**src/logic/bms_pkg.sv**
```systemverilog
// Package: constants and types for the status-page block
package bms_pkg;

  // ==========================================================
  // Addresses
  localparam logic [7:0] BMS_PAGE3_BASE    = 8'h40;
  localparam int         BMS_PAGE3_BYTES   = 8;
  localparam logic [7:0] BMS_TEMP_LSB_ADDR = 8'h60;
  localparam logic [7:0] BMS_TEMP_MSB_ADDR = 8'h61;
  localparam logic [7:0] BMS_STAT_LSB_ADDR = 8'h62;
  localparam logic [7:0] BMS_STAT_MSB_ADDR = 8'h63;

  // ==========================================================
  // Status fields
  localparam int BMS_TEMP_BUSY_BIT = 0;
  localparam int BMS_COPY_BUSY_BIT = 1;
  localparam int BMS_LOCK_BIT      = 2;
  localparam int BMS_VOLT_BUSY_BIT = 3;
  localparam logic [7:0] BMS_STAT_MSB_VALUE = 8'hff;
  localparam logic [7:0] BMS_UNMAPPED_VALUE = 8'h00;
  localparam logic [7:0] BMS_BYTE_RESET     = 8'h00;
  localparam logic [2:0] BMS_TEMP_PAD       = 3'h0;

  // ==========================================================
  // Timing
  localparam int CLK_MHZ          = 125;
  localparam int COPY_TIME_MS     = 10;
  localparam int VOLT_CONV_MS     = 10;
  localparam int COPY_CYCLES      = COPY_TIME_MS * 1000 * CLK_MHZ;
  localparam int VOLT_CONV_CYCLES = VOLT_CONV_MS * 1000 * CLK_MHZ;
  localparam int TIMER_WIDTH      = 24;

  // ==========================================================
  // Operation timer states
  typedef enum logic [1:0]
  {
    BMS_IDLE = 2'b01,
    BMS_RUN  = 2'b10
  } bms_timer_state_type;

endpackage : bms_pkg

```
**src/logic/bms_timer_if.sv**
```systemverilog
// Interface: start/busy handshake for one timed operation
`timescale 1ns/1ns
`default_nettype none
interface bms_timer_if;
  logic start;
  logic busy;
  logic done;
  modport owner (output start, input busy, input done);
  modport timer (input start, output busy, output done);
endinterface : bms_timer_if
`default_nettype wire

```
**src/logic/bms_op_timer.sv**
```systemverilog
// Module: busy timer for one long operation
`timescale 1ns/1ns
`default_nettype none
module bms_op_timer
  import bms_pkg::*;
#(
  parameter int CYCLES = COPY_CYCLES
)
(
  // Clock and reset
  input  wire logic  clk,
  input  wire logic  reset,
  // Handshake
  bms_timer_if.timer tif
);

  initial
  begin
    if (CYCLES < 1 || CYCLES >= (1 << TIMER_WIDTH))
      $error("bms_op_timer: CYCLES out of range");
  end

  typedef struct packed
  {
    bms_timer_state_type     state;
    logic [TIMER_WIDTH-1:0]  count;
    logic                    done;
  } bms_op_state_type;

  bms_op_state_type st_reg;
  bms_op_state_type st_next;

  // ==========================================================
  // Next state
  always_comb
  begin
    st_next      = st_reg;
    st_next.done = 1'b0;
    case (st_reg.state)
      BMS_IDLE:
      begin
        if (tif.start)
        begin
          st_next.state = BMS_RUN;
          st_next.count = TIMER_WIDTH'(CYCLES - 1);
        end
      end
      BMS_RUN:
      begin
        if (st_reg.count == '0)
        begin
          st_next.state = BMS_IDLE;
          st_next.done  = 1'b1;
        end
        else
          st_next.count = st_reg.count - 1'b1;
      end
      default:
        st_next.state = BMS_IDLE;
    endcase
  end

  // ==========================================================
  // State register
  always_ff @(posedge clk or posedge reset)
  begin
    if (reset)
    begin
      st_reg.state <= BMS_IDLE;
      st_reg.count <= '0;
      st_reg.done  <= 1'b0;
    end
    else
      st_reg <= st_next;
  end

  assign tif.busy = (st_reg.state == BMS_RUN);
  assign tif.done = st_reg.done;

endmodule : bms_op_timer
`default_nettype wire

```
**src/logic/bms_status_pages.sv**
```systemverilog
// Module: page three memory and page four result/status registers
//
// Contract
// - Page three holds eight user bytes: scratchpad copied into SRAM.
// - Page three SRAM has no power-loss retention; contents may be lost.
// - Each finished temperature result lands in registers at 60h-61h.
// - Temperature result is volatile, kept only while powered.
// - Result is 13-bit two's complement, LSB one thirty-second degree.
// - MSB sign and integer; LSB five fraction bits then three zeros.
// - Status at 62h-63h is readable and never host-writable.
// - Status LSB: bit0 temp busy, bit1 copy busy, bit2 lock, bit3 ADC.
// - Status MSB is reserved and reads all ones.
// - Temperature busy high during conversion, low once result valid.
// - Copy busy high while scratchpad copies to EEPROM.
// - Copy lasts two to ten milliseconds; host polls copy busy.
// - Lock flag reads one when the first page is write-protected.
// - Lock flag is held in nonvolatile storage across power loss.
// - Voltage busy high while battery voltage conversion runs.
// - Voltage conversion about ten milliseconds; host waits for busy clear.
// - Convert command starts one voltage measurement, busy meanwhile.
`timescale 1ns/1ns
`default_nettype none
module bms_status_pages
  import bms_pkg::*;
#(
  parameter int COPY_CYCLES_P = COPY_CYCLES,
  parameter int CONV_CYCLES_P = VOLT_CONV_CYCLES
)
(
  // Clock and reset
  input  wire logic        clk,
  input  wire logic        reset,
  // Memory access from the command layer
  input  wire logic [7:0]  mem_addr,
  input  wire logic        mem_read,
  input  wire logic        scratch_write,
  input  wire logic [2:0]  scratch_index,
  input  wire logic [7:0]  scratch_data,
  input  wire logic        copy_page3,
  output logic      [7:0]  mem_rdata,
  output logic             mem_rvalid,
  // Temperature sensor
  input  wire logic        temp_conv_start,
  input  wire logic        temp_conv_done,
  input  wire logic [12:0] temp_conv_value,
  // Voltage conversion command
  input  wire logic        volt_conv_cmd,
  output logic             volt_conv_done,
  // EEPROM copy request
  input  wire logic        eeprom_copy_start,
  // Nonvolatile lock bit as read from its EEPROM cell
  input  wire logic        first_page_nonvolatile,
  // Status view
  output logic             temp_conv_busy_flag,
  output logic             eeprom_copy_busy_flag,
  output logic             voltage_conv_busy_flag
);

  initial
  begin
    if (COPY_CYCLES_P < 1 || CONV_CYCLES_P < 1)
      $error("bms_status_pages: cycle counts must be positive");
  end

  // ==========================================================
  // State
  typedef struct packed
  {
    logic [7:0]  rdata;
    logic        rvalid;
    logic [15:0] temp;
    logic        temp_busy;
    logic        copy_busy;
    logic        volt_busy;
    logic        volt_done;
    logic        lock;
  } bms_state_type;

  bms_state_type st_reg;
  bms_state_type st_next;

  // Page three storage, no reset on power loss
  logic [7:0] scratch_mem [BMS_PAGE3_BYTES];
  logic [7:0] sram_mem    [BMS_PAGE3_BYTES];

  // ==========================================================
  // Long operation timers
  bms_timer_if copy_tif ();
  bms_timer_if volt_tif ();

  assign copy_tif.start = eeprom_copy_start && !copy_tif.busy;
  assign volt_tif.start = volt_conv_cmd && !volt_tif.busy;

  bms_op_timer #(.CYCLES(COPY_CYCLES_P)) u_copy_timer
  (
    .clk   (clk),
    .reset (reset),
    .tif   (copy_tif)
  );

  bms_op_timer #(.CYCLES(CONV_CYCLES_P)) u_volt_timer
  (
    .clk   (clk),
    .reset (reset),
    .tif   (volt_tif)
  );

  // ==========================================================
  // Page three scratchpad and SRAM
  genvar gi;
  generate
    for (gi = 0; gi < BMS_PAGE3_BYTES; gi++)
    begin : g_page3
      always_ff @(posedge clk)
      begin
        if (scratch_write && scratch_index == 3'(gi))
          scratch_mem[gi] <= scratch_data;
        if (copy_page3)
          sram_mem[gi] <= scratch_mem[gi];
      end
    end
  endgenerate

  // ==========================================================
  // Read decode
  function automatic logic [7:0] read_byte(
    input logic [7:0]  addr,
    input logic [15:0] temp,
    input logic [7:0]  status);
    logic [7:0] v;
    v = BMS_UNMAPPED_VALUE;
    if (addr >= BMS_PAGE3_BASE &&
        addr < BMS_PAGE3_BASE + 8'(BMS_PAGE3_BYTES))
      v = sram_mem[addr[2:0]];
    else if (addr == BMS_TEMP_LSB_ADDR)
      v = temp[7:0];
    else if (addr == BMS_TEMP_MSB_ADDR)
      v = temp[15:8];
    else if (addr == BMS_STAT_LSB_ADDR)
      v = status;
    else if (addr == BMS_STAT_MSB_ADDR)
      v = BMS_STAT_MSB_VALUE;
    return v;
  endfunction : read_byte

  logic [7:0] status_lsb;

  // Status byte with upper nibble zero
  always_comb
  begin
    status_lsb               = BMS_BYTE_RESET;
    status_lsb[BMS_TEMP_BUSY_BIT] = st_reg.temp_busy;
    status_lsb[BMS_COPY_BUSY_BIT] = st_reg.copy_busy;
    status_lsb[BMS_LOCK_BIT]      = st_reg.lock;
    status_lsb[BMS_VOLT_BUSY_BIT] = st_reg.volt_busy;
  end

  // ==========================================================
  // Next state
  always_comb
  begin
    st_next        = st_reg;
    st_next.rvalid = mem_read;
    if (mem_read)
      st_next.rdata = read_byte(mem_addr, st_reg.temp, status_lsb);
    // Temperature busy and result
    if (temp_conv_done)
    begin
      st_next.temp      = {temp_conv_value, BMS_TEMP_PAD};
      st_next.temp_busy = 1'b0;
    end
    else if (temp_conv_start)
      st_next.temp_busy = 1'b1;
    st_next.copy_busy = copy_tif.busy || copy_tif.start;
    st_next.volt_busy = volt_tif.busy || volt_tif.start;
    st_next.volt_done = volt_tif.done;
    st_next.lock      = first_page_nonvolatile;
  end

  // ==========================================================
  // State register; result is volatile and clears on reset
  always_ff @(posedge clk or posedge reset)
  begin
    if (reset)
    begin
      st_reg.rdata     <= BMS_BYTE_RESET;
      st_reg.rvalid    <= 1'b0;
      st_reg.temp      <= 16'h0000;
      st_reg.temp_busy <= 1'b0;
      st_reg.copy_busy <= 1'b0;
      st_reg.volt_busy <= 1'b0;
      st_reg.volt_done <= 1'b0;
      st_reg.lock      <= 1'b0;
    end
    else
      st_reg <= st_next;
  end

  // ==========================================================
  // Outputs
  assign mem_rdata              = st_reg.rdata;
  assign mem_rvalid             = st_reg.rvalid;
  assign volt_conv_done         = st_reg.volt_done;
  assign temp_conv_busy_flag    = st_reg.temp_busy;
  assign eeprom_copy_busy_flag  = st_reg.copy_busy;
  assign voltage_conv_busy_flag = st_reg.volt_busy;

endmodule : bms_status_pages
`default_nettype wire

```
**config.mk**
```make
export PLATFORM = sky130hd
export DESIGN_NAME = bms_status_pages
export DESIGN_NICKNAME = d
export VERILOG_FILES = /design/src/logic/bms_pkg.sv /design/src/logic/bms_timer_if.sv /design/src/logic/bms_op_timer.sv /design/src/logic/bms_status_pages.sv
export SDC_FILE = /design/constraint.sdc
export NUM_CORES = 1
export LEC_CHECK = 0
export ABC_CLOCK_PERIOD_IN_PS = 2700
export BUFFER_PORTS_ARGS = -buffer_cell sky130_fd_sc_hd__buf_2
export CAP_MARGIN = 0
export CORE_MARGIN = 3
export CORE_UTILIZATION = 60
export CTS_CLUSTER_DIAMETER = 150
export DETAILED_ROUTE_END_ITERATION = 8
export PLACE_DENSITY = 0.9
export SLEW_MARGIN = 30
export SYNTH_ARGS = -nofsm -noshare
export SYNTH_HDL_FRONTEND = slang
export SYNTH_SLANG_ARGS = --single-unit
export TNS_END_PERCENT = 10
```
**constraint.sdc**
```tcl
create_clock -name clk -period 2.7 [get_ports clk]
set_clock_uncertainty 0.15 [all_clocks]
set_input_delay 0 -clock clk [delete_from_list [all_inputs] [get_ports clk]]
set_output_delay 0 -clock clk [all_outputs]
set_load 0.02 [all_outputs]
```
# Yosys cells after proc, flatten, opt, wreduce, memory -nomap -nowiden
# Memory sizes are Yosys's and may differ from the RTL's.
# Cells that the tools add are included.
[op_classes]
n_addsub = 2
magnitude_cmp = 2
n_eq_ne = 21
mux = 58
n_reduce_logical = 32
[ops]
columns = ["cell", "n"]
rows = [
  ["2-to-1 mux 8 bit", 12],
  ["case mux 24 bit (2 select lines)", 2],
  ["OR reduction 8 bit", 7],
  ["2-to-1 mux 26 bit", 2],
  ["logical NOT 24 bit", 2],
  ["2-to-1 mux 24 bit", 2],
  ["subtractor 24 x 1 -> 24 bit (second input constant)", 2],
  ["== test 8 x 7 -> 1 bit (second input constant)", 4],
  ["2-to-1 mux 1 bit", 29],
  ["2-to-1 mux 3 bit", 7],
  ["== test 3 bit (second input constant)", 4],
  ["logical AND 1 bit", 11],
  ["greater-or-equal comparator 8 x 7 -> 1 bit (second input constant)", 1],
  ["< comparator 8 x 7 -> 1 bit (second input constant)", 1],
  ["!= test 2 bit (second input constant)", 4],
  ["case mux 2 bit (2 select lines)", 2],
  ["== test 3 x 2 -> 1 bit (second input constant)", 2],
  ["AND reduction 3 bit", 2],
  ["nonzero test 2 bit", 3],
  ["== test 2 x 1 -> 1 bit (second input constant)", 2],
  ["== test 2 bit (second input constant)", 2],
  ["2-to-1 mux 2 bit", 2],
  ["!= test 2 x 1 -> 1 bit (second input constant)", 2],
  ["AND reduction 2 bit", 2],
  ["4 further kinds", 6],
]
[totals]
reg_bits = 80
mem_bits_rw = 128
input_bits = 42
output_inout_bits = 13
elab_cells = 130
mem_count = 2
[memory_table]
columns = ["memory", "depth", "word_bits", "read_ports", "rd_clocked_by_memory_dff", "write_ports", "line", "text"]
rows = [
  ["scratch_mem", 8, 8, 8, 0, 1, "bms_status_pages.sv:83", "logic [7:0] scratch_mem [BMS_PAGE3_BYTES];"],
  ["sram_mem", 8, 8, 1, 0, 8, "bms_status_pages.sv:84", "logic [7:0] sram_mem [BMS_PAGE3_BYTES];"],
]

# Longest topological paths before layout
# Gate-level depths: netlist of run 1.
[logic_depth]
ltp_word = 12
ltp_mapped = 8
mapped_depth_nobuf = 7

# Cells and area by module
# From an unflattened synthesis of run 1, not the netlist that was laid out.
[hier_totals]
cells_unflattened = 564
area_unflattened_um2 = 8612.0
[by_module_without_submodules]
columns = ["module", "n_inst", "cells_each", "area_each_um2"]
rows = [
  ["bms_status_pages", 1, 270, 5646.7],
  ["bms_op_timer", 2, 147, 1482.7],
]

# Worst setup path after synthesis of run 1
# Ideal clock, no wire load.
[synth_path]
path_type = "register to register"
from = "reg u_volt_timer.st_reg[1] (netlist name)"
to = "reg u_volt_timer.st_reg[8] (netlist name)"
setup_time_ps = 83
arrival_ps = 2089
t_required_ps = 2467
path_slack_ps = 379
path_stages_with_launch = 8
path_buffers = 0
cell_sequence = "dfrtp_1 inv_1 ha_1 or4b_2 nor3_2 a31oi_1 and4_1 o21ai_0"
[synth_between]
elab_chain_cells = 3
[synth_lines]
columns = ["element", "line", "text"]
rows = [
  ["start, declared", "bms_op_timer.sv:30", "bms_op_state_type st_reg;"],
  ["start signal, assigned", "bms_op_timer.sv:74", "st_reg <= st_next;"],
  ["subtractor 24 x 1 -> 24 bit / logical NOT 24 bit (equally long branches)", "bms_op_timer.sv:56, bms_op_timer.sv:50", ""],
  ["2-to-1 mux 24 bit / != test 2 bit (equally long branches)", "-", ""],
  ["case mux 24 bit (2 select lines) / AND reduction 3 bit (equally long branches)", "-", ""],
]
# Several ways; a longest one is shown, not always the timed one. The select of a mux whose other input is x is not followed.
# A chain may end at the register's enable or synchronous reset.

# Worst setup path in the final report of run 1
[layout_path]
from = "reg u_volt_timer.st_reg[1] (netlist name)"
to = "reg u_volt_timer.st_reg[7] (netlist name)"
# Same word-level chain as after synthesis.

==> impl_metrics.env, run 1 <==
export IMPL_hp_class="input port to flop"
export IMPL_place_congestion=0.829
export IMPL_clkTransAtPathRegs_ns=0.07
export IMPL_cp_end_kind="flop"
export IMPL_multiInputGateArea_um2=2310
export IMPL_p_int_w=0.00562
export IMPL_cts_sink_count=208
export IMPL_synth_edff_count=128
export IMPL_ys_warnings_count=0
export IMPL_combPwrFrac_pct=6.8
export IMPL_synthCells=561
export IMPL_first_pass_iters=6
export IMPL_switching_share_pct=21.4
export IMPL_grt_pass1_wl_mm=29.8
export IMPL_start_util_pct=62.1
export IMPL_area_delta_synth_final_pct=21.8
export IMPL_wl_per_cell_um=22.0
export IMPL_port_buffers=54
export IMPL_die_h_um=124
export IMPL_drt_iter0_markers=755
export IMPL_finalNetCount=731
export IMPL_routed_wl_mm=19.3
export IMPL_die_w_um=124
export IMPL_layoutNonFillerInstCount=875
export IMPL_final_cell_mix="edfxtp_1, dfrtp_1, dlygate4sd3_1"
export IMPL_status="finished with violations"
export IMPL_fin_crit_sh_pct=102
export IMPL_violations="setup timing"
export IMPL_die_area_um2=15300
export IMPL_worst_setup_path_type="flop to flop"
export IMPL_layout_drive_gt1_share_pct=20.5
export IMPL_grt_pass1_vias=5641
export IMPL_fill_cells=705
export IMPL_top_regs="scratch_mem (64), sram_mem (64)"
export IMPL_cts_tree="built"
export IMPL_power_per_cell_area_nw_per_um2=706
export IMPL_pwr_share_seq_pct=50.2
export IMPL_postPlaceCellArea_um2=8810
export IMPL_cap_violations=0
export IMPL_clock_path_buffers=3
export IMPL_async_flop_share_pct=38.5
export IMPL_peakVddDrop_uv=604
export IMPL_worstPathMaxFanout=7
export IMPL_rsz0062_at_grt="yes"
export IMPL_h_tree_depth=1
export IMPL_crit_required_ns=2.91
export IMPL_cts_buffers=21
export IMPL_row_count=42
export IMPL_setup_violations=1
export IMPL_fmax_mhz=365
export IMPL_hold_viol_final=0
export IMPL_core_area_um2=13400
export IMPL_synth_avg_cell_area_um2=14.8
export IMPL_report_final_slew_viol_count=0
export IMPL_routed_via_density=6.33
export IMPL_grt_max_degree=53
export IMPL_insertion_delay_ns=0.50
export IMPL_setup_ws_ns=-0.0418
export IMPL_leakage_nw=3.80
export IMPL_tns_ns=-0.0418
export IMPL_worst_slew_pin_slew_ns=0.999
export IMPL_routed_via_count=5536
export IMPL_ys_seq_area_share_pct=70.3
export IMPL_p_sw_w=0.00153
export IMPL_synth_cell_types=56
export IMPL_power_frac_clock_pct=42.9
export IMPL_grt_ovfl_total=0
export IMPL_layout_commonest_cell="edfxtp_1"
export IMPL_syn_nets=607
export IMPL_antenna_left=0
export IMPL_ys_ff_latch=208
export IMPL_antenna_found_initial=1
export IMPL_fin_area_um2=10100
export IMPL_ios=55
export IMPL_clockRootBuffer="clkbuf_16"
export IMPL_synthesis_area_um2=8320
export IMPL_regArea_um2=5850
export IMPL_slew_headroom_pct=33.2
export IMPL_grt_use_total_pct=25.8
export IMPL_drc=0
export IMPL_placed_cells=779
export IMPL_fin_crit_ns=2.74
export IMPL_hpwl_mm=10.8
export IMPL_synth_ff_type="edfxtp_1"
export IMPL_crit_path_start_kind="flop"
export IMPL_cp_arrival_ns=2.95
[synth_stat cells (all sizes together) (6+ instances only)]
master,instances,area share [%]
nand2b,8,0.60
or2,6,0.45
o311ai,7,0.74
o21ai,31,1.9
nand3,13,0.78
mux4,16,4.3
dfrtp,78,23
nor2,30,1.4
nand2,39,1.8
nor3,20,1.3
nor4,11,1.1
mux2,10,1.4
edfxtp,128,46
buf,10,0.84
a31oi,6,0.45
clkbuf,15,0.68
o31ai,6,0.54
a21oi,12,0.72
mux2i,22,2.6
inv,12,0.54
or4,11,1.1
or3,10,0.75
[layout make-up]
cell class / count / share of cell area [%]
Antenna cell: 1 / 0.0247
Clock buffer: 24 / 5.30
Clock inverter: 12 / 1.80
Inverter: 12 / 0.444
Multi-Input combinational cell: 316 / 22.8
Sequential cell: 208 / 57.7
Tap cell: 176 / 2.17
Timing Repair Buffer: 126 / 9.70
[repair_timing]
item | 4_1_cts | 5_1_grt
hold endpoints to repair | 267 | 0
buffers inserted | 0 | 0
setup endpoints to repair | 0 | 14
hold buffers | 59 | 0
resized for setup | 0 | 2
[logic make-up after synthesis]
family                     after synthesis  share of synthesized area [%]
DFF                                    208                           70.3
and+or+nand+nor                        174                           11.7
AOI/OAI and AO/OA                       83                           6.35
muxes                                   48                           8.33
buffers and inverters                   37                           2.06
xor gates and xnor gates                 7                          0.737
adders and majority gates                4                          0.601
[critical path, stage by stage (launching register included)]
cell and delay, ns:
dfrtp_1 0.44, inv_1 0.16, ha_1 0.21, or4b_2 0.66
nor3_2 0.21, buf_4 0.19, a31oi_1 0.18, a211oi_1 0.33
a31oi_1 0.06
[final timing paths]
| kind | startpoint | endpoint | slack, ns | cells past startpoint |
|---|---|---|---|---|
| worst max-delay path | u_volt_timer.st_reg[1] | u_volt_timer.st_reg[7] | -0.04 | 8 |
| worst min-delay path | first_page_nonvolatile | st_reg[0] | 0.04 | 2 |
| worst max register to register | u_volt_timer.st_reg[1] | u_volt_timer.st_reg[7] | -0.04 | 8 |
| worst min register to register | scratch_mem[0][28] | sram_mem[3][4] | 0.26 | 0 |
| max in group asynchronous | reset | u_copy_timer.st_reg[25] | 1.08 | 5 |
| min in group asynchronous | reset | u_volt_timer.tif.done | 0.56 | 4 |
[per-stage QoR]
| step | setup WS (ns) | hold slack, ns | power (W) | util [%] |
|---|---|---|---|---|
| global placement | 0.311 | -0.0578 | 0.00399 | 65.7 |
| floorplan | 0.379 | -0.119 | 0.00387 | - |
| CTS | 0.0911 | 0.0154 | 0.00715 | 75.5 |
| global route | -0.0756 | 0.0258 | 0.00737 | 75.6 |
| detailed placement | 0.170 | -0.0464 | 0.00402 | 65.7 |
| finish | -0.0418 | 0.0354 | 0.00715 | 75.6 |
[per-layer routing]
metal  global-route usage [%]  up-vias  share of wire (%)
met5                        0        -                  0
met4                     11.6        0                5.1
met3                     4.72       87                6.9
met2                     44.9      309                 51
met1                     31.7     2750                 37
li1                         -     2390                  -
[power by group through the flow]
stage          clock [W]  sequential, W  combinational, W
4_1_cts          0.00309        0.00359          0.000476
3_5_place_dp           0        0.00364          0.000380
3_3_place_gp           0        0.00363          0.000361
5_1_grt          0.00324        0.00360          0.000529
6_report         0.00307        0.00359          0.000490
2_1_floorplan          0        0.00362          0.000242
Power figures use the tool's default switching activity.
==> run 2, diff against run 1 <==
ABC_AREA = 1   (was not set)
CORE_MARGIN = 5   (was 3)
SLEW_MARGIN = not set   (was 30)
==> run 2 against run 1 <==
- the run now ends clean
- sequential cell count stayed put
- synthesized cell count increased by 67%
- die area up 16%
- global-route usage fell by 0.24 points
- sequential share of layout area fell by 4.4 points
- clock power increased by 3%
- clock-buffer cell count is the same
- wire length rose by 18%
- sequential power is 5% higher
- hold slack worse by 0.023 ns
- highest routed layer unchanged
==> impl_metrics.env, run 2 <==
export IMPL_tns_ns=0
export IMPL_report_final_slew_viol_count=0
export IMPL_synth_ff_type="edfxtp_1"
export IMPL_antenna_cells=0
export IMPL_ys_ff_latch=208
export IMPL_cpLargestDelayFamily="buffers and inverters"
export IMPL_routed_via_density=5.68
export IMPL_grt_max_degree=44
export IMPL_ios=55
export IMPL_routed_via_count=7197
export IMPL_ys_warnings_count=0
export IMPL_async_flop_share_pct=38.5
export IMPL_fmax_mhz=456
export IMPL_cts_sink_count=208
export IMPL_finalNetCount=1109
export IMPL_clkTransAtPathRegs_ns=0.06
export IMPL_ys_seq_area_share_pct=64.0
export IMPL_cap_violations=0
export IMPL_rr_startpoint="u_copy_timer.st_reg[6]"
export IMPL_grt_ovfl_total=0
export IMPL_worstPathCellList="dlygate4sd3_1, buf_2, nor4_2, dlygate4sd3_1, buf_4, nand3_1, dlygate4sd3_1, nand2_1, nand2_1, nand2_1"
export IMPL_core_area_um2=15100
export IMPL_worstPathMaxFanout=8
export IMPL_routed_wl_mm=22.7
export IMPL_status="complete, no violations"
export IMPL_synth_avg_cell_area_um2=9.76
export IMPL_syn_nets=982
export IMPL_p_sw_w=0.00227
export IMPL_hold_viol_final=0
export IMPL_rsz0062_at_grt="no"
export IMPL_cts_setup_buffers=0
export IMPL_synth_common_cells="nand2_1, nor2_1, edfxtp_1, nand3_1, inv_1"
export IMPL_combPwrFrac_pct=15.2
export IMPL_antenna_left=0
export IMPL_synth_top_area_cell="edfxtp_1"
export IMPL_cp_num_buf_inv=5
export IMPL_area_delta_synth_final_pct=20.0
export IMPL_die_area_um2=17800
export IMPL_synthMostInstantiatedCell="nand2_1"
export IMPL_fin_crit_sh_pct=81.2
export IMPL_layout_drive_gt1_share_pct=11.7
export IMPL_crit_path_start="mem_addr[5]"
export IMPL_synthesis_area_um2=9140
export IMPL_grt_pass1_vias=7020
export IMPL_cts_tree="built"
export IMPL_insertion_delay_ns=0.51
export IMPL_power_w=0.00818
export IMPL_first_pass_iters=7
export IMPL_grt_pass1_wl_mm=36.1
export IMPL_peakVddDrop_uv=601
export IMPL_crit_path_top_delay_cell="dlygate4sd3_1"
export IMPL_crit_path_start_kind="input port"
export IMPL_setup_violations=0
export IMPL_worst_slew_pin_slew_ns=1.05
export IMPL_antenna_found_initial=0
export IMPL_clockRootBuffer="clkbuf_16"
export IMPL_p_int_w=0.00591
export IMPL_row_count=45
export IMPL_postPlaceCellArea_um2=9540
export IMPL_power_frac_clock_pct=38.5
export IMPL_grt_use_total_pct=25.6
export IMPL_power_per_cell_area_nw_per_um2=746
export IMPL_clock_path_buffers=3
export IMPL_pwr_share_seq_pct=46.2
export IMPL_fin_crit_ns=2.19
export IMPL_wl_per_cell_um=17.9
export IMPL_drc=0
export IMPL_max_stage_delay_ns=0.58
export IMPL_cts_buffers=22
export IMPL_hpwl_mm=12.9
export IMPL_start_util_pct=60.5
export IMPL_die_h_um=133
export IMPL_drt_iter0_markers=895
export IMPL_layout_commonest_cell="nand2_1"
export IMPL_cp_arrival_ns=2.49
export IMPL_synth_top_area_share_pct=42.1
export IMPL_fin_area_um2=11000
export IMPL_leakage_nw=4.72
export IMPL_switching_share_pct=27.8
export IMPL_top_regs="scratch_mem (64), sram_mem (64)"
export IMPL_place_congestion=0.913
export IMPL_worst_setup_path_type="input port to flop"
export IMPL_synth_cell_types=32
export IMPL_crit_required_ns=3.00
export IMPL_die_w_um=133
export IMPL_synthCells=936
export IMPL_final_cell_mix="nand2_1, nor2_1, edfxtp_1"
export IMPL_h_tree_depth=1
export IMPL_synth_edff_count=128
export IMPL_cp_end_kind="flop"
export IMPL_slew_headroom_pct=29.5
export IMPL_port_buffers=54
export IMPL_synthTopCellsByArea="edfxtp_1, dfrtp_1, nand2_1"
export IMPL_hp_class="input port to asynchronous set/reset pin"
## run 2: metrics by stage
stage / util (%) / hold slack, ns / setup WS (ns) / std cells
floorplan: - / -0.119 / 0.502 / 936
global placement: 63.2 / -0.0347 / 0.683 / 1161
finish: 72.7 / 0.0127 / 0.508 / 1267
CTS: 72.7 / 0.0286 / 0.525 / 1267
global route: 72.7 / 0.0955 / 0.382 / 1267
detailed placement: 63.2 / -0.0296 / 0.591 / 1161
## run 2: metal layers
metal  track usage, %  wire, um  vias up
met5                0         0        -
met4             10.7       873        0
met3             4.49      1740       84
met2             44.4     11500      389
met1             32.0      8630     3383
li1                 -         -     3341
## run 2: worst reg2reg max path, cell delays in order (launching register included)
cell     delay (ns)
dfrtp_1        0.42
nor2_1         0.25
nand2_1        0.18
nor2_1         0.56
nand2_1        0.16
nand2_1        0.09
nand3_1        0.08
o21ai_0        0.20
## run 2: layout make-up
cell class	instances	area, um2
Multi-Input combinational cell	610	2760
Sequential cell	208	5850
Fill cell	910	4130
Clock buffer	24	558
Clock inverter	16	203
Tap cell	188	235
Timing Repair Buffer	129	1010
Inverter	92	347
## run 2: cell families (layout without fill, tap and decap cells)
kind of cell	count (synthesis)	after routing	share of synthesized area [%]
buffers and inverters	118	261	5.75
DFF	208	208	64.0
xor gates and xnor gates	7	7	0.671
and+or+nand+nor	532	532	24.8
muxes	2	2	0.247
AOI/OAI and AO/OA	65	65	3.99
adders and majority gates	4	4	0.548
## run 2: worst paths after layout
| check | to | slack (ns) | cells past startpoint |
|---|---|---|---|
| setup / recovery | mem_rdata[1] | 0.51 | 10 |
| hold / removal | u_copy_timer.st_reg[13] | 0.01 | 3 |
| setup reg to reg | u_copy_timer.st_reg[16] | 0.52 | 7 |
| hold reg to reg | volt_conv_done | 0.20 | 0 |
| max in group asynchronous | st_reg[8] | 1.58 | 4 |
| min in group clk | mem_rdata[0] | 0.09 | 10 |
## run 2: timing repair
item / CTS / global route
hold endpoints to repair: 228 / 0
resized for setup: 0 / 0
hold buffers: 66 / 0
## run 2: power groups by stage
| stage | logic (W) | clock network (W) | registers (W) |
|---|---|---|---|
| 2_1_floorplan | 0.000897 | 0 | 0.00380 |
| 3_3_place_gp | 0.00109 | 0 | 0.00382 |
| 3_5_place_dp | 0.00112 | 0 | 0.00383 |
| 4_1_cts | 0.00122 | 0.00316 | 0.00377 |
| 5_1_grt | 0.00139 | 0.00334 | 0.00380 |
| 6_report | 0.00125 | 0.00315 | 0.00378 |
==> run 3, diff against run 2 <==
ABC_CLOCK_PERIOD_IN_PS = 1800   (was 2700)
CORE_UTILIZATION = 55   (was 60)
PLACE_DENSITY = 0.87   (was 0.9)
clock period = 1.8 ns   (was 2.7 ns; I/O delays follow)
==> run 3 against run 2 <==
- the run now ends with setup timing left
- design area increased by 7.2%
- clock-buffer cell count increased by 3
- combinational power increased by 120%
- clock power increased by 24%
- critical path depth decreased by 1
- die area increased by 8.4%
- non-clock buffer count increased by 79
- final cell count increased by 8.5%
- first-iteration DRC count decreased by 6.4%
- utilization decreased by 1.3 points
- global-route usage decreased by 0.22 points
- critical endpoint is now u_copy_timer.st_reg[15]
==> impl_metrics.env, run 3 (synthesis results as in run 2) <==
export IMPL_antenna_found_initial=1
export IMPL_crit_path_start_kind="flop"
export IMPL_core_area_um2=16500
export IMPL_crit_required_ns=2.08
export IMPL_power_per_cell_area_nw_per_um2=1050
export IMPL_leakage_nw=5.11
export IMPL_reg2reg_to="u_copy_timer.st_reg[15]"
export IMPL_fmax_mhz=527
export IMPL_rrSetupSlack_ns=-0.1
export IMPL_report_final_slew_viol_count=0
export IMPL_layout_drive_gt1_share_pct=21.7
export IMPL_hp_start="mem_addr[6]"
export IMPL_layout_commonest_cell="nand2_1"
export IMPL_cp_arrival_ns=2.18
export IMPL_setup_ws_ns=-0.0976
export IMPL_port_buffers=54
export IMPL_worst_slew_pin_slew_ns=0.517
export IMPL_hold_worst_slack_ns=0.0632
export IMPL_insertion_delay_ns=0.52
export IMPL_fill_cells=986
export IMPL_fin_crit_ns=1.90
export IMPL_routed_via_count=7862
export IMPL_ff2ff_path_depth=9
export IMPL_power_w=0.0124
export IMPL_clkTransAtPathRegs_ns=0.07
export IMPL_hpwl_mm=14.3
export IMPL_clockRootBuffer="clkbuf_16"
export IMPL_peakVddDrop_uv=720
export IMPL_setup_violations=16
export IMPL_h_tree_depth=1
export IMPL_die_area_um2=19300
export IMPL_rr_startpoint="u_copy_timer.st_reg[12]"
export IMPL_hold_viol_final=0
export IMPL_top_regs="scratch_mem (64), sram_mem (64)"
export IMPL_drt_iter0_markers=838
export IMPL_die_w_um=139
export IMPL_worstPathMaxFanout=5
export IMPL_rsz0062_at_grt="yes"
export IMPL_grt_pass1_wl_mm=39.3
export IMPL_cap_violations=0
export IMPL_routed_wl_mm=25.9
export IMPL_min_to="mem_rdata[5]"
export IMPL_first_pass_iters=5
export IMPL_grt_max_degree=65
export IMPL_clock_path_buffers=3
export IMPL_grt_ovfl_total=0
export IMPL_finalNetCount=1187
export IMPL_slew_headroom_pct=65.5
export IMPL_postPlaceCellArea_um2=10100
export IMPL_die_h_um=139
export IMPL_place_congestion=0.910
export IMPL_final_cell_mix="nand2_1, edfxtp_1, nor2_1"
export IMPL_tns_ns=-1.10
export IMPL_grt_use_total_pct=25.4
export IMPL_hold_path_depth=8
export IMPL_cp_end_kind="flop"
export IMPL_status="finished with violations"
export IMPL_hp_class="input port to flop"
export IMPL_worst_setup_path_type="flop to flop"
export IMPL_ios=55
export IMPL_drc=0
export IMPL_row_count=47
export IMPL_antenna_left=0
export IMPL_start_util_pct=55.5
export IMPL_fin_crit_sh_pct=105
export IMPL_violations="setup timing"
export IMPL_wl_per_cell_um=18.8
export IMPL_cts_tree="built"
export IMPL_cts_buffers=21
export IMPL_routed_via_density=5.72
export IMPL_area_delta_synth_final_pct=28.7
export IMPL_cts_sink_count=208
export IMPL_fin_area_um2=11800
export IMPL_grt_pass1_vias=7577
==> run 3: cell types whose count changed in the layout (fill, tap and decap cells not counted), moves of 6 or more <==
cell	delta
buf_4	+67
clkinv_2	-6
nand2_1	-13
nand2_2	+12
nor2_1	-33
nor2_2	+23
nor2_4	+10
==> run 3: through the flow <==
step / setup WS, ns / cells / util, %
4_1_cts: 0.00217 / 1360 / 69.2
2_1_floorplan: 0.102 / 936 / -
5_1_grt: -0.178 / 1375 / 71.4
3_3_place_gp: -0.168 / 1256 / 61.4
6_report: -0.0976 / 1375 / 71.4
3_5_place_dp: -0.254 / 1256 / 61.4
==> run 3: cell type report <==
type	count	area [um2]	area share, %
Sequential cell	208	5850	49.8
Multi-Input combinational cell	610	2960	25.2
Timing Repair Buffer	208	1720	14.6
Clock buffer	27	548	4.66
Inverter	92	349	2.97
Tap cell	220	275	2.34
Clock inverter	9	50.0	0.426
Antenna cell	1	2.50	0.0213
==> run 3: worst max path at each step <==
stage / start / end / slack [ns]
final: u_copy_timer.st_reg[12] / u_copy_timer.st_reg[15] / -0.1
after global routing: u_copy_timer.st_reg[12] / u_copy_timer.st_reg[21] / -0.18
after CTS: u_volt_timer.st_reg[1] / u_volt_timer.st_reg[15] / 0.002
after detailed placement: u_volt_timer.st_reg[25] / u_volt_timer.st_reg[7] / -0.25
after global placement: u_volt_timer.st_reg[25] / u_volt_timer.st_reg[10] / -0.17
after floorplan: u_volt_timer.st_reg[1] / u_volt_timer.st_reg[23] / 0.10
==> run 3: routing by layer <==
metal	track usage [%]	part of all wire (%)
met1	31.0	36
met2	43.9	49
met3	4.10	8.8
met4	12.8	6.1
met5	0	0
==> run 3: worst max-delay path, cell delays in order (launching register included) <==
cell,delay [ns]
dfrtp_1,0.48
nor2_2,0.21
nand2_2,0.11
nor2_4,0.14
nand3_4,0.12
a21boi_4,0.20
buf_12,0.14
clkbuf_16,0.15
nand2_1,0.05
o21ai_1,0.07
==> run 3: power by group <==
part	internal, W	switching, W	leakage (nW)
clock network	0.00215	0.00177	0.289
registers	0.00544	0.000211	2.19
logic	0.00113	0.00167	2.64
==> run 3: repair_timing <==
item	CTS	global route
pin swaps	0	17
gates cloned	0	4
endpoints found under the setup margin	37	54
hold buffers	68	0
buffers inserted	0	10
gates resized for setup	4	74
endpoints found under the hold margin	319	0
